### src/verilog/tbfc_regs.vh
// Register map, field positions, reset values and delimiter timing of the Type B framer.
`ifndef TBFC_REGS_VH
`define TBFC_REGS_VH

// Register indices; the byte address on APB is four times the index.
`define TBFC_IDX_CONFIG 8'h1E
`define TBFC_IDX_CTRL 8'h30
`define TBFC_IDX_IRQ_STAT 8'h31
`define TBFC_IDX_IRQ_MASK 8'h32
`define TBFC_IDX_STATE 8'h33

// Framing configuration fields.
`define TBFC_CFG_RESET 8'h00
`define TBFC_CFG_WMASK 8'hDF
`define TBFC_BIT_RX_START_REQ 7
`define TBFC_BIT_RX_END_REQ 6
`define TBFC_BIT_DELIM_WIDTH 4
`define TBFC_BIT_TX_START_SUP 3
`define TBFC_BIT_TX_END_SUP 2

// Control register fields.
`define TBFC_BIT_DELIM_ADJUST 0
`define TBFC_BIT_TYPEB_MODE 1

// Interrupt status and mask fields.
`define TBFC_IRQ_RX_DONE 0
`define TBFC_IRQ_RX_DISCARD 1
`define TBFC_IRQ_PROTO_ERR 2
`define TBFC_IRQ_TX_DONE 3

// Receive symbol kinds from the decoder.
`define TBFC_SYM_DATA 2'h0
`define TBFC_SYM_START 2'h1
`define TBFC_SYM_END 2'h2

// Delimiter phase lengths in etu, and the fine adjustment in carrier cycles.
`define TBFC_SOF_LOW_MIN_ETU 10
`define TBFC_SOF_LOW_MAX_ETU 11
`define TBFC_SOF_HIGH_MIN_ETU 2
`define TBFC_SOF_HIGH_MAX_ETU 3
`define TBFC_EOF_LOW_MIN_ETU 10
`define TBFC_EOF_LOW_MAX_ETU 11
`define TBFC_ADJ_LOW_ETU 11
`define TBFC_ADJ_HIGH_ETU 2
`define TBFC_ADJ_FC 8
`define TBFC_ETU_FC 128

`endif

### src/verilog/tbfc_tx_framer.v
// Type B transmit sequencer: start delimiter, characters with guard time, end delimiter.
`timescale 1ns/1ps
`include "tbfc_regs.vh"

module tbfc_tx_framer #(
    parameter ETU_FC = `TBFC_ETU_FC
) (
    input wire clk_sys,
    input wire rst_n,
    input wire fc_tick,
    input wire frame_start,
    input wire byte_valid,
    input wire [7:0] byte_data,
    input wire byte_last,
    output wire byte_ready,
    input wire sof_en,
    input wire eof_en,
    input wire [1:0] egt_len,
    input wire width_sel,
    input wire adjust_sel,
    output reg tx_mod,
    output wire busy,
    output reg done
);

    localparam S_IDLE = 3'd0;
    localparam S_SOFL = 3'd1;
    localparam S_SOFH = 3'd2;
    localparam S_WAITB = 3'd3;
    localparam S_BITS = 3'd4;
    localparam S_EGT = 3'd5;
    localparam S_EOFL = 3'd6;

    reg [2:0] state_q;
    reg [11:0] cnt_q;
    reg [9:0] shf_q;
    reg [3:0] nbit_q;
    reg last_q;

    // Length in carrier cycles of a phase of n etu, trimmed by plus or minus the adjust amount.
    function [11:0] fc_len;
        input [31:0] etu;
        input adj;
        input up;
        reg [31:0] base;
        begin
            base = etu * ETU_FC;
            if (adj && up) begin
                base = base + `TBFC_ADJ_FC;
            end else if (adj) begin
                base = base - `TBFC_ADJ_FC;
            end
            fc_len = base[11:0];
        end
    endfunction

    // Low phase of either delimiter; adjust mode overrides the width choice.
    wire [11:0] low_len = adjust_sel ? fc_len(`TBFC_ADJ_LOW_ETU, 1'b1, 1'b0) :
        width_sel ? fc_len(`TBFC_SOF_LOW_MAX_ETU, 1'b0, 1'b0) :
        fc_len(`TBFC_SOF_LOW_MIN_ETU, 1'b0, 1'b0);
    wire [11:0] high_len = adjust_sel ? fc_len(`TBFC_ADJ_HIGH_ETU, 1'b1, 1'b1) :
        width_sel ? fc_len(`TBFC_SOF_HIGH_MAX_ETU, 1'b0, 1'b0) :
        fc_len(`TBFC_SOF_HIGH_MIN_ETU, 1'b0, 1'b0);
    wire [11:0] etu_len = fc_len(32'd1, 1'b0, 1'b0);
    wire phase_end = fc_tick && (cnt_q == 12'h001);

    // The byte hand-over costs one clk_sys cycle in S_WAITB; it stays hidden between
    // carrier ticks only while fc_tick never comes on two clocks in a row.
    assign byte_ready = (state_q == S_WAITB);
    assign busy = (state_q != S_IDLE);

    // Sequencer; each phase counts carrier ticks down to one and then moves on.
    always @(posedge clk_sys or negedge rst_n) begin
        if (!rst_n) begin
            state_q <= S_IDLE;
            cnt_q <= 12'h000;
            shf_q <= 10'h3FF;
            nbit_q <= 4'h0;
            last_q <= 1'b0;
            tx_mod <= 1'b1;
            done <= 1'b0;
        end else begin
            done <= 1'b0;
            if (fc_tick && cnt_q != 12'h000) begin
                cnt_q <= cnt_q - 12'h001;
            end
            case (state_q)
                S_IDLE: begin
                    tx_mod <= 1'b1;
                    if (frame_start && sof_en) begin
                        state_q <= S_SOFL;
                        cnt_q <= low_len;
                        tx_mod <= 1'b0;
                    end else if (frame_start) begin
                        state_q <= S_WAITB;
                    end
                end
                S_SOFL: begin
                    if (phase_end) begin
                        state_q <= S_SOFH;
                        cnt_q <= high_len;
                        tx_mod <= 1'b1;
                    end
                end
                S_SOFH: begin
                    if (phase_end) begin
                        state_q <= S_WAITB;
                    end
                end
                S_WAITB: begin
                    if (byte_valid) begin
                        shf_q <= {1'b1, byte_data[7:0], 1'b0};
                        last_q <= byte_last;
                        nbit_q <= 4'd10;
                        cnt_q <= etu_len;
                        tx_mod <= 1'b0;
                        state_q <= S_BITS;
                    end
                end
                S_BITS: begin
                    if (phase_end && nbit_q != 4'd1) begin
                        nbit_q <= nbit_q - 4'd1;
                        shf_q <= {1'b1, shf_q[9:1]};
                        tx_mod <= shf_q[1];
                        cnt_q <= etu_len;
                    end else if (phase_end && !last_q && egt_len != 2'b00) begin
                        state_q <= S_EGT;
                        cnt_q <= fc_len({30'h00000000, egt_len}, 1'b0, 1'b0);
                        tx_mod <= 1'b1;
                    end else if (phase_end && !last_q) begin
                        state_q <= S_WAITB;
                        tx_mod <= 1'b1;
                    end else if (phase_end && eof_en) begin
                        state_q <= S_EOFL;
                        cnt_q <= low_len;
                        tx_mod <= 1'b0;
                    end else if (phase_end) begin
                        state_q <= S_IDLE;
                        tx_mod <= 1'b1;
                        done <= 1'b1;
                    end
                end
                S_EGT: begin
                    if (phase_end) begin
                        state_q <= S_WAITB;
                    end
                end
                S_EOFL: begin
                    if (phase_end) begin
                        state_q <= S_IDLE;
                        tx_mod <= 1'b1;
                        done <= 1'b1;
                    end
                end
                default: begin
                    state_q <= S_IDLE;
                end
            endcase
        end
    end

endmodule // tbfc_tx_framer

### src/verilog/tbfc_top.v
// Type B frame control: APB registers, receive delimiter filter, interrupts and transmit framer.
//
// Functional notes
// - With start required set, a receive stream that does not open with a start delimiter is dropped.
// - With start required clear, streams with or without a start delimiter pass, minus the delimiter.
// - With end required set, a stream that ends without an end delimiter flags a protocol error.
// - With end required clear, streams with or without an end delimiter pass, minus the delimiter.
// - Width set and adjust clear gives the longest start and end delimiters.
// - Width clear and adjust clear gives the shortest start and end delimiters.
// - Width and adjust both set give low phases of 11 etu less 8 cycles, start high 2 etu plus 8.
// - Start suppress set sends frames with no start delimiter.
// - End suppress set sends frames with no end delimiter.
// - The two guard bits add zero to three etu of extra guard time.
// - The framing configuration register sits at index 1E and resets to zero.
// - Bit 5 of the framing configuration reads zero and does nothing.
//
// The APB interface to the registers was left to the implementer.
`timescale 1ns/1ps
`include "tbfc_regs.vh"

module tbfc_top #(
    parameter ETU_FC = `TBFC_ETU_FC
) (
    input wire clk_sys,
    input wire rst_n,
    input wire [7:0] paddr,
    input wire psel,
    input wire penable,
    input wire pwrite,
    input wire [31:0] pwdata,
    output reg [31:0] prdata,
    output wire pready,
    output reg pslverr,
    output wire irq,
    input wire rx_sym_valid,
    input wire [1:0] rx_sym_kind,
    input wire [7:0] rx_sym_data,
    input wire rx_stream_end,
    output reg fifo_wr_valid,
    output reg [7:0] fifo_wr_data,
    input wire fc_tick,
    input wire tx_frame_start,
    input wire tx_byte_valid,
    input wire [7:0] tx_byte_data,
    input wire tx_byte_last,
    output wire tx_byte_ready,
    output wire tx_mod,
    output wire tx_busy
);

    localparam RX_IDLE = 2'd0;
    localparam RX_PASS = 2'd1;
    localparam RX_DROP = 2'd2;

    reg [7:0] cfg_q;
    reg [1:0] ctrl_q;
    reg [3:0] stat_q;
    reg [3:0] stat_d;
    reg [3:0] mask_q;
    reg [1:0] rx_state_q;
    reg rx_end_seen_q;
    reg ev_rx_done;
    reg ev_rx_discard;
    reg ev_proto_err;
    wire ev_tx_done;

    // The byte address carries the register index in bits 7:2; the low bits must be zero.
    function hit;
        input [7:0] addr;
        input [7:0] idx;
        begin
            hit = (addr[1:0] == 2'b00) && ({2'b00, addr[7:2]} == idx);
        end
    endfunction

    // Fields of the configuration, gated so that nothing acts outside Type B mode.
    wire typeb_mode = ctrl_q[`TBFC_BIT_TYPEB_MODE];
    wire delimiter_adjust_sel = ctrl_q[`TBFC_BIT_DELIM_ADJUST];
    wire rx_start_required = typeb_mode && cfg_q[`TBFC_BIT_RX_START_REQ];
    wire rx_end_required = typeb_mode && cfg_q[`TBFC_BIT_RX_END_REQ];
    wire delimiter_width_sel = cfg_q[`TBFC_BIT_DELIM_WIDTH];
    wire tx_start_suppress = cfg_q[`TBFC_BIT_TX_START_SUP];
    wire tx_end_suppress = cfg_q[`TBFC_BIT_TX_END_SUP];
    wire [1:0] tx_extra_guard_len = typeb_mode ? cfg_q[1:0] : 2'b00;

    // Access strobes; a write lands in the access phase, once per transfer.
    wire apb_setup = psel && !penable;
    wire apb_wr = psel && penable && pwrite;
    wire wr_cfg = apb_wr && hit(paddr, `TBFC_IDX_CONFIG);
    wire wr_ctrl = apb_wr && hit(paddr, `TBFC_IDX_CTRL);
    wire wr_stat = apb_wr && hit(paddr, `TBFC_IDX_IRQ_STAT);
    wire wr_mask = apb_wr && hit(paddr, `TBFC_IDX_IRQ_MASK);
    wire mapped = hit(paddr, `TBFC_IDX_CONFIG) || hit(paddr, `TBFC_IDX_CTRL) ||
        hit(paddr, `TBFC_IDX_IRQ_STAT) || hit(paddr, `TBFC_IDX_IRQ_MASK) ||
        hit(paddr, `TBFC_IDX_STATE);

    // The slave never stalls: read data is staged in the setup cycle.
    assign pready = 1'b1;

    // Software-written registers.
    always @(posedge clk_sys or negedge rst_n) begin
        if (!rst_n) begin
            cfg_q <= `TBFC_CFG_RESET;
            ctrl_q <= 2'b00;
            mask_q <= 4'h0;
        end else begin
            if (wr_cfg) begin
                cfg_q <= pwdata[7:0] & `TBFC_CFG_WMASK;
            end
            if (wr_ctrl) begin
                ctrl_q <= pwdata[1:0];
            end
            if (wr_mask) begin
                mask_q <= pwdata[3:0];
            end
        end
    end

    // Sticky event bits: write one to clear, and a new event in the same cycle wins.
    always @* begin
        stat_d = stat_q;
        if (wr_stat) begin
            stat_d = stat_d & ~pwdata[3:0];
        end
        stat_d = stat_d | {ev_tx_done, ev_proto_err, ev_rx_discard, ev_rx_done};
    end

    always @(posedge clk_sys or negedge rst_n) begin
        if (!rst_n) begin
            stat_q <= 4'h0;
        end else begin
            stat_q <= stat_d;
        end
    end

    // One level interrupt, high while any unmasked event is pending.
    assign irq = |(stat_q & mask_q);

    // Read data and error answer, captured in the setup cycle and held through the access.
    always @(posedge clk_sys or negedge rst_n) begin
        if (!rst_n) begin
            prdata <= 32'h00000000;
            pslverr <= 1'b0;
        end else if (apb_setup) begin
            pslverr <= !mapped;
            if (hit(paddr, `TBFC_IDX_CONFIG)) begin
                prdata <= {24'h000000, cfg_q};
            end else if (hit(paddr, `TBFC_IDX_CTRL)) begin
                prdata <= {30'h00000000, ctrl_q};
            end else if (hit(paddr, `TBFC_IDX_IRQ_STAT)) begin
                prdata <= {28'h0000000, stat_q};
            end else if (hit(paddr, `TBFC_IDX_IRQ_MASK)) begin
                prdata <= {28'h0000000, mask_q};
            end else if (hit(paddr, `TBFC_IDX_STATE)) begin
                prdata <= {28'h0000000, rx_end_seen_q, rx_state_q == RX_DROP,
                    rx_state_q == RX_PASS, tx_busy};
            end else begin
                prdata <= 32'h00000000;
            end
        end
    end

    // Receive filter. The decoder sits on clk_sys, so its symbols need no synchroniser.
    // Delimiters never reach the FIFO; whether a stream is kept is settled by its
    // first symbol, which is why a late start delimiter cannot rescue a dropped stream.
    always @(posedge clk_sys or negedge rst_n) begin
        if (!rst_n) begin
            rx_state_q <= RX_IDLE;
            rx_end_seen_q <= 1'b0;
            fifo_wr_valid <= 1'b0;
            fifo_wr_data <= 8'h00;
            ev_rx_done <= 1'b0;
            ev_rx_discard <= 1'b0;
            ev_proto_err <= 1'b0;
        end else begin
            fifo_wr_valid <= 1'b0;
            ev_rx_done <= 1'b0;
            ev_rx_discard <= 1'b0;
            ev_proto_err <= 1'b0;
            if (rx_stream_end) begin
                if (rx_state_q == RX_PASS && rx_end_required && !rx_end_seen_q) begin
                    ev_proto_err <= 1'b1;
                end
                if (rx_state_q == RX_PASS) begin
                    ev_rx_done <= 1'b1;
                end
                rx_state_q <= RX_IDLE;
                rx_end_seen_q <= 1'b0;
            end else if (rx_sym_valid) begin
                case (rx_state_q)
                    RX_IDLE: begin
                        if (rx_sym_kind == `TBFC_SYM_START) begin
                            rx_state_q <= RX_PASS;
                        end else if (rx_start_required) begin
                            rx_state_q <= RX_DROP;
                            ev_rx_discard <= 1'b1;
                        end else if (rx_sym_kind == `TBFC_SYM_END) begin
                            rx_state_q <= RX_PASS;
                            rx_end_seen_q <= 1'b1;
                        end else begin
                            rx_state_q <= RX_PASS;
                            fifo_wr_valid <= 1'b1;
                            fifo_wr_data <= rx_sym_data;
                        end
                    end
                    RX_PASS: begin
                        if (rx_sym_kind == `TBFC_SYM_END) begin
                            rx_end_seen_q <= 1'b1;
                        end else if (rx_sym_kind == `TBFC_SYM_DATA) begin
                            fifo_wr_valid <= 1'b1;
                            fifo_wr_data <= rx_sym_data;
                        end
                    end
                    RX_DROP: begin
                        rx_state_q <= RX_DROP;
                    end
                    default: begin
                        rx_state_q <= RX_IDLE;
                    end
                endcase
            end
        end
    end

    // Transmit sequencer. Outside Type B mode both delimiters are left out.
    // A width-clear, adjust-set setting is taken as adjust timing; software avoids it.
    tbfc_tx_framer #(
        .ETU_FC(ETU_FC)
    ) u_tx (
        .clk_sys(clk_sys),
        .rst_n(rst_n),
        .fc_tick(fc_tick),
        .frame_start(tx_frame_start),
        .byte_valid(tx_byte_valid),
        .byte_data(tx_byte_data),
        .byte_last(tx_byte_last),
        .byte_ready(tx_byte_ready),
        .sof_en(typeb_mode && !tx_start_suppress),
        .eof_en(typeb_mode && !tx_end_suppress),
        .egt_len(tx_extra_guard_len),
        .width_sel(delimiter_width_sel),
        .adjust_sel(delimiter_adjust_sel),
        .tx_mod(tx_mod),
        .busy(tx_busy),
        .done(ev_tx_done)
    );

endmodule // tbfc_top

### config.mk
export PLATFORM = sky130hd
export DESIGN_NAME = tbfc_top
export DESIGN_NICKNAME = d
export VERILOG_FILES = /design/src/verilog/tbfc_tx_framer.v /design/src/verilog/tbfc_top.v
export VERILOG_INCLUDE_DIRS = /design/src /design/src/verilog
export SDC_FILE = /design/constraint.sdc
export NUM_CORES = 1
export LEC_CHECK = 0
export BUFFER_PORTS_ARGS = -buffer_cell sky130_fd_sc_hd__buf_2
export CAP_MARGIN = 15
export CORE_ASPECT_RATIO = 1.1
export CORE_MARGIN = 3
export CORE_UTILIZATION = 55
export DETAILED_ROUTE_END_ITERATION = 10
export GPL_TIMING_DRIVEN = 0
export PLACE_DENSITY = 0.81
export SLEW_MARGIN = 5
export SYNTH_ARGS = -nofsm -noshare
export SYNTH_HDL_FRONTEND = slang
export SYNTH_SLANG_ARGS = --single-unit
### constraint.sdc
create_clock -name clk_sys -period 5.85 [get_ports clk_sys]
set_input_delay 0.8775 -clock clk_sys [delete_from_list [all_inputs] [get_ports clk_sys]]
set_output_delay 0.8775 -clock clk_sys [all_outputs]
set_load 0.03 [all_outputs]
==> results by group, run 1 <==
Outcome
  • Status: completed

Global routing
  • Vias in the first global route: 3,313
  • Antenna violations before repair: 0
  • Grt ovf: 0
  • GRT Total Usage: 22.6%
  • First-pass GRT wire length: around 15,000 µm
  • Largest net degree at the start of global routing: between 40 and 50

Worst setup path
  • Critical Path Fanout Max: 10
  • Setup CP Type: register to primary output
  • Worst R2R End: u_tx.cnt_q[5]$_DFF_PN0_
  • Worst r2r src: u_tx.state_q[1]$_DFFE_PN0P_
  • CP Launch Type: register
  • R2r setup slk: ~3.3 ns
  • Required time of the critical path: about 5.0 ns
  • CP arrival: 1.72 ns
  • CP Capture Type: primary output
  • FF-to-FF path depth: 6

Clock tree
  • Resized Gates After CTS: 0
  • TritonCTS Sinks: 70
  • CTS tree: done
  • Clk_lat worst skew: around 0.35 ns
  • Clock Pin Slew Worst Setup and Hold Paths: 0.08 ns
  • Post-CTS Setup Bufs: 0
  • Clock Tree Buf Depth: 2
  • H-tree depth: 3
  • CTS buffer count: 9
  • Root Driver: clkbuf_8
  • Post-CTS Hold Buffers: 0

Synth
  • Top FF cell, synth: dfrtp_1
  • Syn Area/Cell: ~9.5 µm²
  • Async SR Flop Fraction: 100%
  • Post-Syn Area: 4100 µm²
  • Yosys warns: 0
  • Synth area leaders: dfrtp_1 37%, mux2_2 6.0%, dfstp_2 5.8%
  • Post-synthesis sequential area ratio: about 43%
  • Synth cell types: slightly below 70
  • Gate count after technology mapping: 433
  • Yosys reg bits: 70
  • Synth top area share: 37.3%
  • Synth area leader: dfrtp_1
  • Number of flops mapped to enable cells by yosys: 0

Route
  • Residual DRC count: 0
  • Final wirelength: between 9000 and 10,000 µm
  • Routed vias/inst: about 5.7
  • First drt pass iteration count: 5
  • WL per Instance: around 15 µm
  • 1st-iter DRT viols: 259
  • Vias: approximately 3,500
  • Detail Route Antenna Nets: 0

Finish
  • Antenna Cells: 0
  • Commonest cells after routing, fill and taps aside: 64 x buf_2, 61 x dfrtp_1, 45 x nand2_1
  • Fill count: 580
  • Layout cells sized above 1: 29.6%
  • Fin nets: roughly 610
  • Area Overhead vs Synth: 17.6%
  • Commonest non-fill, non-tap cell in the layout: buf_2

Timing
  • Fmax: between 300 and 400 MHz
  • Pins Over Slew Limit: 0
  • Min cycle time layout: between 2 and 3 ns
  • Min Hold Slack: roughly 0.44 ns
  • Relative slew slack: between 20% and 30%
  • Skew final: between 0.01 and 0.015 ns
  • Setup_tns: 0 ns
  • RSZ-0062 raised after global routing: no
  • Final hold violation count: 0
  • Fin crit share: about 44%
  • Tightest Pin Transition: ~1.1 ns
  • # setup viols final: 0

Hold path
  • Hold Crit Class: register to register
  • Worst hold stages: 1
  • Hold Path End: stat_q[0]$_DFF_PN0_
  • Hold Path Origin: ev_rx_done$_DFF_PN0_

Power
  • Sequential power share: 38.5%
  • Switch Pwr: roughly 0.00074 W
  • Pwr dens: 367 nW/µm²
  • Pleak: approximately 2.3 nW
  • PnR Total Power: about 0.0018 W
  • Maximum vdd drop: roughly 0.00016 V
  • Cell Int Power: 0.00103 W
  • Comb pwr share: slightly above 40%
  • Clock Power Share: 21.2%
  • Net Sw Frac: between 40% and 50%

Place
  • Hpwl dp: a little over 7000 µm
  • Gpl congestion: around 0.92
  • PortBufs: 63

Floorplan
  • Num ports: around 120
  • Initial Util: a little under three fifths
  • Die area: 8520 µm²
  • Die W: 88.3 µm
  • Die Y-Extent: 96.5 µm
  • # rows: 32
  • Placeable Area: around 7000 µm²

Job
  • Maximum Capacitance Violations: 0
-- worst max-delay path by stage --
stage	endpoint	from	cells past startpoint
after floorplan	cfg_q[0]$_DFFE_PN0P_	paddr[3]	7
after global placement	cfg_q[0]$_DFFE_PN0P_	paddr[3]	7
after detailed placement	cfg_q[4]$_DFFE_PN0P_	paddr[3]	7
after CTS	tx_byte_ready	u_tx.state_q[1]$_DFFE_PN0P_	4
after global routing	tx_byte_ready	u_tx.state_q[1]$_DFFE_PN0P_	4
final	tx_byte_ready	u_tx.state_q[1]$_DFFE_PN0P_	4
-- flip-flops by register name, summed over array words and instances (netlist names) --
signal         cells
prdata             7
ev_rx_discard      1
stat_q             4
ctrl_q             2
u_tx.last_q        1
u_tx.nbit_q        4
fifo_wr_valid      1
u_tx.tx_mod        1
u_tx.done          1
fifo_wr_data       8
u_tx.cnt_q        12
mask_q             4
rx_end_seen_q      1
u_tx.shf_q         8
u_tx.state_q       3
ev_proto_err       1
pslverr            1
ev_rx_done         1
cfg_q              7
rx_state_q         2
-- power groups by stage --
stage / Clock (W) / Combinational [W] / Sequential, W
after CTS: 0.000379 / 0.000713 / 0.000681
after floorplan: 0 / 0.000503 / 0.000708
after detailed placement: 0 / 0.000712 / 0.000688
after global placement: 0 / 0.000691 / 0.000683
final: 0.000374 / 0.000713 / 0.000681
after global routing: 0.000405 / 0.000793 / 0.000698
-- area by class of cell --
type,count,area [µm²],share of cell area (%)
clock buffer,9,124,2.57
clock inverter,7,61.3,1.27
tap,85,106,2.21
buffer,44,284,5.90
multi-input combinational,328,2080,43.3
timing repair buffer,64,338,7.01
sequential,70,1760,36.6
inverter,15,56.3,1.17
-- cell families after synthesis --
kind of cell,synth area share [%]
and+or+nand+nor,20.8
AOI/OAI and AO/OA,15.9
DFF,43.0
buffers and inverters,8.31
muxes,7.91
xor gates and xnor gates,2.35
adders and majority gates,1.53
other,0.183
-- critical path, cell delays in order, from the launching register on --
cell	delay, ns
dfrtp_1	0.38
clkbuf_1	0.34
inv_1	0.22
nor3_1	0.21
buf_2	0.22
-- synthesized netlist by cell type, types with 4 or more instances --
library cell and instances:
a21o_1 4, a21oi_1 21, a22oi_1 6, a31oi_1 11, buf_4 27, clkbuf_1 11, dfrtp_1 61, dfstp_2 9
ha_1 5, inv_1 15, mux2_2 22, nand2_1 45, nand2b_1 7, nand3_1 12, nand3b_1 5, nor2_1 33
nor2b_1 7, nor3_1 12, nor4_1 6, o21ai_0 29, o31ai_1 4, xor2_1 9
-- metal layers --
metal	wire length (µm)	global-route usage, %	vias up
met3	578	5.26	10
met1	4010	29.3	1683
li1	-	-	1690
met2	4770	38.2	138
met5	0	0	-
met4	91	5.79	0
-- through the flow --
stage	instances	setup WS (ns)	util [%]	instance area (µm²)
after global routing	622	3.06	67.6	4820
after CTS	622	3.24	67.6	4820
after floorplan	457	3.36	-	4190
final	622	3.25	67.6	4820
after detailed placement	606	3.00	65.0	4630
after global placement	605	3.06	64.7	4610
(Power assumes the default switching activity.)
==> inputs of run 2 (changes only) <==
Settings changed: CORE_UTILIZATION 55 to 53, PLACE_DENSITY 0.81 to 0.78.
Clock period 5.85 ns to 2.55 ns, I/O delays scaled along.
==> results by group, run 2 (same netlist as run 1, synthesis figures left out) <==
Global routing
  • Largest net degree at the start of global routing: 44 (+7.3%)
  • First-pass GRT wire length: 16,000 µm (+4.6%)
  • Gr busiest metal: met2
  • Antenna violations before repair: 0 (unchanged)
  • Vias in the first global route: 3,369 (+1.7%)
  • GRT Total Usage: 22.3% (-0.29 points)
  • Met1 usage: 28.3% (-1.0 points)
  • GR Util met3: 4.85% (-0.41 points)
  • Met2 usage: 37.9% (-0.31 points)
  • Grt ovf: 0 (unchanged)

Worst setup path
  • Setup CP Type: register to register
  • FF-to-FF path depth: 6 (unchanged)
  • CP Capture Type: register
  • R2r setup slk: 0.09 ns (-3.25 ns)
  • Critical Path Fanout Max: 10 (unchanged)
  • Required time of the critical path: 2.78 ns (-2.19 ns)
  • CP Launch Type: register
  • CP arrival: 2.69 ns (+0.97 ns)
  • Worst R2R End: u_tx.cnt_q[6]$_DFF_PN0_
  • Worst r2r src: u_tx.state_q[0]$_DFFE_PN0P_

Finish
  • Commonest cells after routing, fill and taps aside: 63 x buf_2, 61 x dfrtp_1, 45 x nand2_1
  • Biggest regs: u_tx.cnt_q x12, fifo_wr_data x8, u_tx.shf_q x8
  • Sequential cell area: 1760 µm² (unchanged)
  • Antenna Cells: 0 (unchanged)
  • Max reg flops: 12 (unchanged)
  • Multi-input logic area: 2090 µm² (+0.42%)
  • Commonest non-fill, non-tap cell in the layout: buf_2
  • Layout cells sized above 1: 29.9% (+0.32 points)
  • Fill count: 642 (+11%)
  • Fin nets: 607 (+0.17%)
  • Area Overhead vs Synth: 18.7%
  • Largest Register: u_tx.cnt_q

Power
  • Pwr dens: 840 nW/µm² (+130%)
  • Comb pwr share: 40.3% (about the same)
  • Maximum vdd drop: 0.000445 V (+180%)
  • Net Sw Frac: 42.0% (+0.32 points)
  • Clock Power Share: 21.2% (about the same)
  • Cell Int Power: 0.00237 W (+130%)
  • Switch Pwr: 0.00172 W (+130%)
  • Pleak: 2.27 nW (+0.27%)
  • PnR Total Power: 0.00409 W (+130%)
  • Sequential power share: 38.4% (about the same)

Route
  • Detail Route Antenna Nets: 0 (unchanged)
  • Residual DRC count: 0 (unchanged)
  • 1st-iter DRT viols: 233 (-10%)
  • Final wirelength: 9860 µm (+4.4%)
  • Routed vias/inst: 5.42 (-4.2%)
  • First drt pass iteration count: 4 (-1)
  • Vias: 3,488 (-0.94%)
  • WL per Instance: 15.3 µm (+1.0%)

Hold path
  • Hold Path Origin: tx_byte_data[5]
  • Worst hold stages: 3 (+2)
  • Hold Path End: u_tx.shf_q[6]$_DFFE_PN1P_
  • Hold Crit Class: input port to register

Clock tree
  • Clock Pin Slew Worst Setup and Hold Paths: 0.09 ns (about the same)
  • TritonCTS Sinks: 70 (unchanged)
  • Post-CTS Setup Bufs: 0 (unchanged)
  • Clk_lat worst skew: 0.37 ns (+0.02 ns)
  • CTS buffer count: 9 (unchanged)
  • Clock Tree Buf Depth: 2 (unchanged)
  • CTS tree: done
  • Root Driver: clkbuf_8
  • H-tree depth: 3 (unchanged)

Floorplan
  • Placeable Area: 7470 µm² (+4.9%)
  • # rows: 33 (+3.1%)
  • Die area: 8820 µm² (+3.5%)
  • Num ports: 116 (unchanged)
  • Die Y-Extent: 98.2 µm (+1.8%)
  • Die W: 89.8 µm (+1.7%)
  • Initial Util: 54.8% (-2.7 points)

Job
  • Maximum Capacitance Violations: 0 (unchanged)

Place
  • Hpwl dp: 7300 µm (+1.1%)
  • Gpl congestion: 0.901 (-2.0%)
  • PortBufs: 63 (unchanged)

Timing
  • Fin crit share: a little over nine tenths
  • Skew final: 0.0110 ns (-0.00200 ns)
  • Tightest Pin Transition: 0.800 ns (-0.334 ns)
  • Min cycle time layout: 2.46 ns
  • Relative slew slack: 46.2% (+22 points)
  • # setup viols final: 0 (unchanged)
  • Pins Over Slew Limit: 0 (unchanged)
  • Final hold violation count: 0 (unchanged)
  • RSZ-0062 raised after global routing: no
  • Setup_tns: 0 ns (unchanged)
  • Fmax: roughly 410 MHz

Outcome
  • Status: completed
[run 2: worst max path at each step]
stage	start	endpoint	slack (ns)	depth (start not counted)
after floorplan	u_tx.cnt_q[1]$_DFF_PN0_	u_tx.state_q[1]$_DFFE_PN0P_	0.32	7
after global placement	u_tx.state_q[1]$_DFFE_PN0P_	u_tx.cnt_q[3]$_DFF_PN0_	0.0008	6
after detailed placement	u_tx.state_q[1]$_DFFE_PN0P_	u_tx.cnt_q[6]$_DFF_PN0_	-0.02	6
after CTS	u_tx.cnt_q[1]$_DFF_PN0_	u_tx.state_q[1]$_DFFE_PN0P_	0.12	7
after global routing	u_tx.state_q[0]$_DFFE_PN0P_	u_tx.cnt_q[4]$_DFF_PN0_	0.02	6
final	u_tx.state_q[0]$_DFFE_PN0P_	u_tx.cnt_q[6]$_DFF_PN0_	0.09	6
[run 2: what timing repair did]
action / 4_1_cts / 5_1_grt
hold buffers: 1 / 0
resized for setup: 1 / 2
endpoints found under the hold margin: 18 / 0
endpoints found under the setup margin: 1 / 4
[run 2: stage by stage]
step                      util, %  area [µm²]  setup slack (ns)  cells  hold WS, ns
after global routing         65.1        4860            0.0237    643        0.231
after CTS                    65.0        4860             0.121    643        0.226
after detailed placement     62.3        4660           -0.0150    626        0.328
after global placement       62.0        4630          0.000763    625        0.407
after floorplan                 -        4190             0.322    457       0.0869
final                        65.1        4860            0.0940    643        0.229
[run 2: final cells by class]
class                   instances  share of cell area [%]
clock inverters                 7                    1.26
clock buffers                   9                    2.55
flip-flops and latches         70                    36.2
multi-input cells             328                    43.0
plain buffers                  44                    5.89
repair buffers                 65                    7.15
well taps                     105                    2.70
inverters                      15                    1.16
[run 2: layer usage]
metal / vias to the layer above / wire length, µm
li1: 1694 / -
met3: 22 / 633
met5: - / 0
met1: 1650 / 4150
met4: 0 / 210
met2: 122 / 4870
[run 2: critical path, cell delays in order, from the launching register on]
cell and delay [ns]:
dfrtp_1 0.46, buf_1 0.45, mux2i_1 0.53, o41a_1 0.25
o211ai_1 0.14, nor3_1 0.33, o21ai_0 0.16
[run 2: power groups by stage]
stage,Combinational (W),Sequential [W],Clock [W]
floorplan,0.00115,0.00162,0
global placement,0.00159,0.00157,0
global route,0.00181,0.00160,0.000942
detailed placement,0.00162,0.00158,0
finish,0.00165,0.00157,0.000868
CTS,0.00163,0.00157,0.000882
==> inputs of run 3 (changes only) <==
Settings changed: CORE_ASPECT_RATIO 1.1 to 1.25, GPL_TIMING_DRIVEN 0 to default.
==> results by group, run 3 (same netlist as run 1, synthesis figures left out) <==
Global routing
  • First-pass GRT wire length: 16,000 µm (+0.13%)
  • Vias in the first global route: 3,430 (+1.8%)
  • GRT Total Usage: 22.4% (+0.055 points)
  • Largest net degree at the start of global routing: 40 (-9.1%)
  • Antenna violations before repair: 0 (unchanged)
  • Grt ovf: 0 (unchanged)

Timing
  • Worst setup slack after layout: 0.105 ns (+0.0109 ns)
  • RSZ-0062 raised after global routing: no
  • # setup viols final: 0 (unchanged)
  • Fmax: 409 MHz (+0.44%)
  • Tightest Pin Transition: 0.771 ns (-0.0285 ns)
  • Skew final: 0.0130 ns (+0.00204 ns)
  • Setup_tns: 0 ns (unchanged)
  • Final hold violation count: 0 (unchanged)
  • Pins Over Slew Limit: 0 (unchanged)
  • Relative slew slack: 48.6% (+2.4 points)
  • Fin crit share: 95.9% (-0.43 points)
  • Min cycle time layout: 2.45 ns (-0.0109 ns)

Worst setup path
  • Critical Path Fanout Max: 6 (-4)
  • CP Capture Type: register
  • CP Launch Type: register
  • FF-to-FF path depth: 7 (+1)
  • Setup CP Type: register to register
  • Worst r2r src: u_tx.cnt_q[1]$_DFF_PN0_
  • CP arrival: 2.70 ns (about the same)
  • Required time of the critical path: 2.80 ns (+0.02 ns)
  • R2r setup slk: 0.10 ns (about the same)
  • Worst R2R End: u_tx.state_q[1]$_DFFE_PN0P_

Finish
  • Max reg flops: 12 (unchanged)
  • Largest Register: u_tx.cnt_q
  • Commonest non-fill, non-tap cell in the layout: buf_2
  • Util after Layout: 62.6% (-2.5 points)
  • Antenna Cells: 0 (unchanged)
  • Multi-input logic area: 2100 µm² (+0.12%)
  • Area Overhead vs Synth: 13.7%
  • Sequential cell area: 1760 µm² (unchanged)
  • Layout cells sized above 1: 28.5% (-1.4 points)
  • Commonest cells after routing, fill and taps aside: 64 x buf_2, 61 x dfrtp_1, 45 x nand2_1
  • Fill count: 640 (-0.31%)
  • Biggest regs: u_tx.cnt_q x12, fifo_wr_data x8, u_tx.shf_q x8
  • Fin nets: 578 (-4.8%)

Job
  • Maximum Capacitance Violations: 0 (unchanged)

Place
  • Hpwl dp: 7080 µm (-3.0%)
  • Pre-CTS setup slack: 0.0639 ns (+0.0789 ns)
  • PortBufs: 64 (+1.6%)
  • Gpl congestion: 0.856 (-4.9%)

Clock tree
  • Clk_lat worst skew: 0.37 ns (about the same)
  • Root Driver: clkbuf_8
  • Clock Pin Slew Worst Setup and Hold Paths: 0.08 ns (about the same)
  • TritonCTS Sinks: 70 (unchanged)
  • Clock Tree Buf Depth: 2 (unchanged)
  • Post-CTS Hold Buffers: 0 (-1)
  • H-tree depth: 3 (unchanged)
  • CTS buffer count: 9 (unchanged)
  • CTS tree: done

Floorplan
  • Initial Util: 55.0% (+0.21 points)
  • Die area: 8830 µm² (about the same)
  • Placeable Area: 7440 µm² (-0.39%)
  • Num ports: 116 (unchanged)
  • Die W: 84.6 µm (-5.8%)
  • # rows: 35 (+6.1%)
  • Die Y-Extent: 104 µm (+6.2%)

Route
  • Final wirelength: 9790 µm (-0.71%)
  • Residual DRC count: 0 (unchanged)
  • 1st-iter DRT viols: 268 (+15%)
  • First drt pass iteration count: 5 (+1)
  • Routed vias/inst: 5.81 (+7.1%)
  • WL per Instance: 16.3 µm (+6.2%)
  • Vias: 3,493 (+0.14%)
  • Detail Route Antenna Nets: 0 (unchanged)

Power
  • Pwr dens: 872 nW/µm² (+3.8%)
  • Pleak: 2.15 nW (-5.1%)
  • Maximum vdd drop: 0.000461 V (+3.6%)

Hold path
  • Hold Crit Class: input port to asynchronous set/reset pin

Outcome
  • Status: completed
run 3: changes by cell type in the layout (fill, tap and decap cells not counted):
cell           change
buf_4             -14
clkbuf_1          -11
buf_1              -2
buf_6              -2
buf_2              +1
clkbuf_4           -1
dlygate4sd3_1      -1
nor3b_1            +1
nor3b_2            -1
or3_2              +1
run 3: repair_timing:
| action | CTS | global route |
|---|---|---|
| setup buffers | 0 | 2 |
| resized for setup | 0 | 1 |
| endpoints found under the setup margin | 0 | 7 |
run 3: critical path, stage by stage, from the launching register on:
cell,delay (ns)
dfrtp_1,0.41
inv_1,0.11
ha_1,0.16
or4bb_4,0.58
or3_4,0.47
nor3_4,0.19
nor3_2,0.09
mux2_1,0.33
run 3: metal layers:
| metal | vias up | routed length, µm | global-route usage (%) |
|---|---|---|---|
| met5 | - | 0 | 0 |
| met4 | 0 | 241 | 9.16 |
| met1 | 1681 | 3820 | 27.4 |
| li1 | 1638 | - | - |
| met2 | 146 | 5160 | 38.4 |
| met3 | 28 | 568 | 4.36 |
run 3: how the worst max path moves through the flow:
stage / end / slack, ns / from
2_1_floorplan: u_tx.state_q[1]$_DFFE_PN0P_ / 0.32 / u_tx.cnt_q[1]$_DFF_PN0_
3_3_place_gp: u_tx.state_q[1]$_DFFE_PN0P_ / 0.13 / u_tx.cnt_q[1]$_DFF_PN0_
3_5_place_dp: u_tx.state_q[1]$_DFFE_PN0P_ / 0.06 / u_tx.cnt_q[1]$_DFF_PN0_
4_1_cts: u_tx.state_q[1]$_DFFE_PN0P_ / 0.05 / u_tx.cnt_q[1]$_DFF_PN0_
5_1_grt: u_tx.state_q[1]$_DFFE_PN0P_ / 0.02 / u_tx.cnt_q[1]$_DFF_PN0_
6_report: u_tx.state_q[1]$_DFFE_PN0P_ / 0.10 / u_tx.cnt_q[1]$_DFF_PN0_
run 3: per-stage QoR:
stage / instance area [µm²] / power (W) / std cells / hold WS (ns)
after global placement: 4450 / 0.00311 / 582 / 0.408
after global routing: 4660 / 0.00433 / 601 / 0.135
after detailed placement: 4450 / 0.00317 / 582 / 0.418
after CTS: 4630 / 0.00403 / 598 / 0.105
final: 4660 / 0.00407 / 601 / 0.0831
after floorplan: 4190 / 0.00278 / 457 / 0.0869
run 3: final cells by class:
type                    instances  area share, %
inverters                      15           1.21
flip-flops and latches         70           37.8
repair buffers                 79           9.56
well taps                      92           2.47
multi-input cells             329           45.0
clock inverters                 7           1.32
clock buffers                   9           2.66
run 3: report_power, final:
part           internal, W  leakage, nW  switching, W
Clock             0.000371       0.0888      0.000497
Combinational     0.000606         1.18      0.000989
Sequential         0.00139        0.879      0.000217
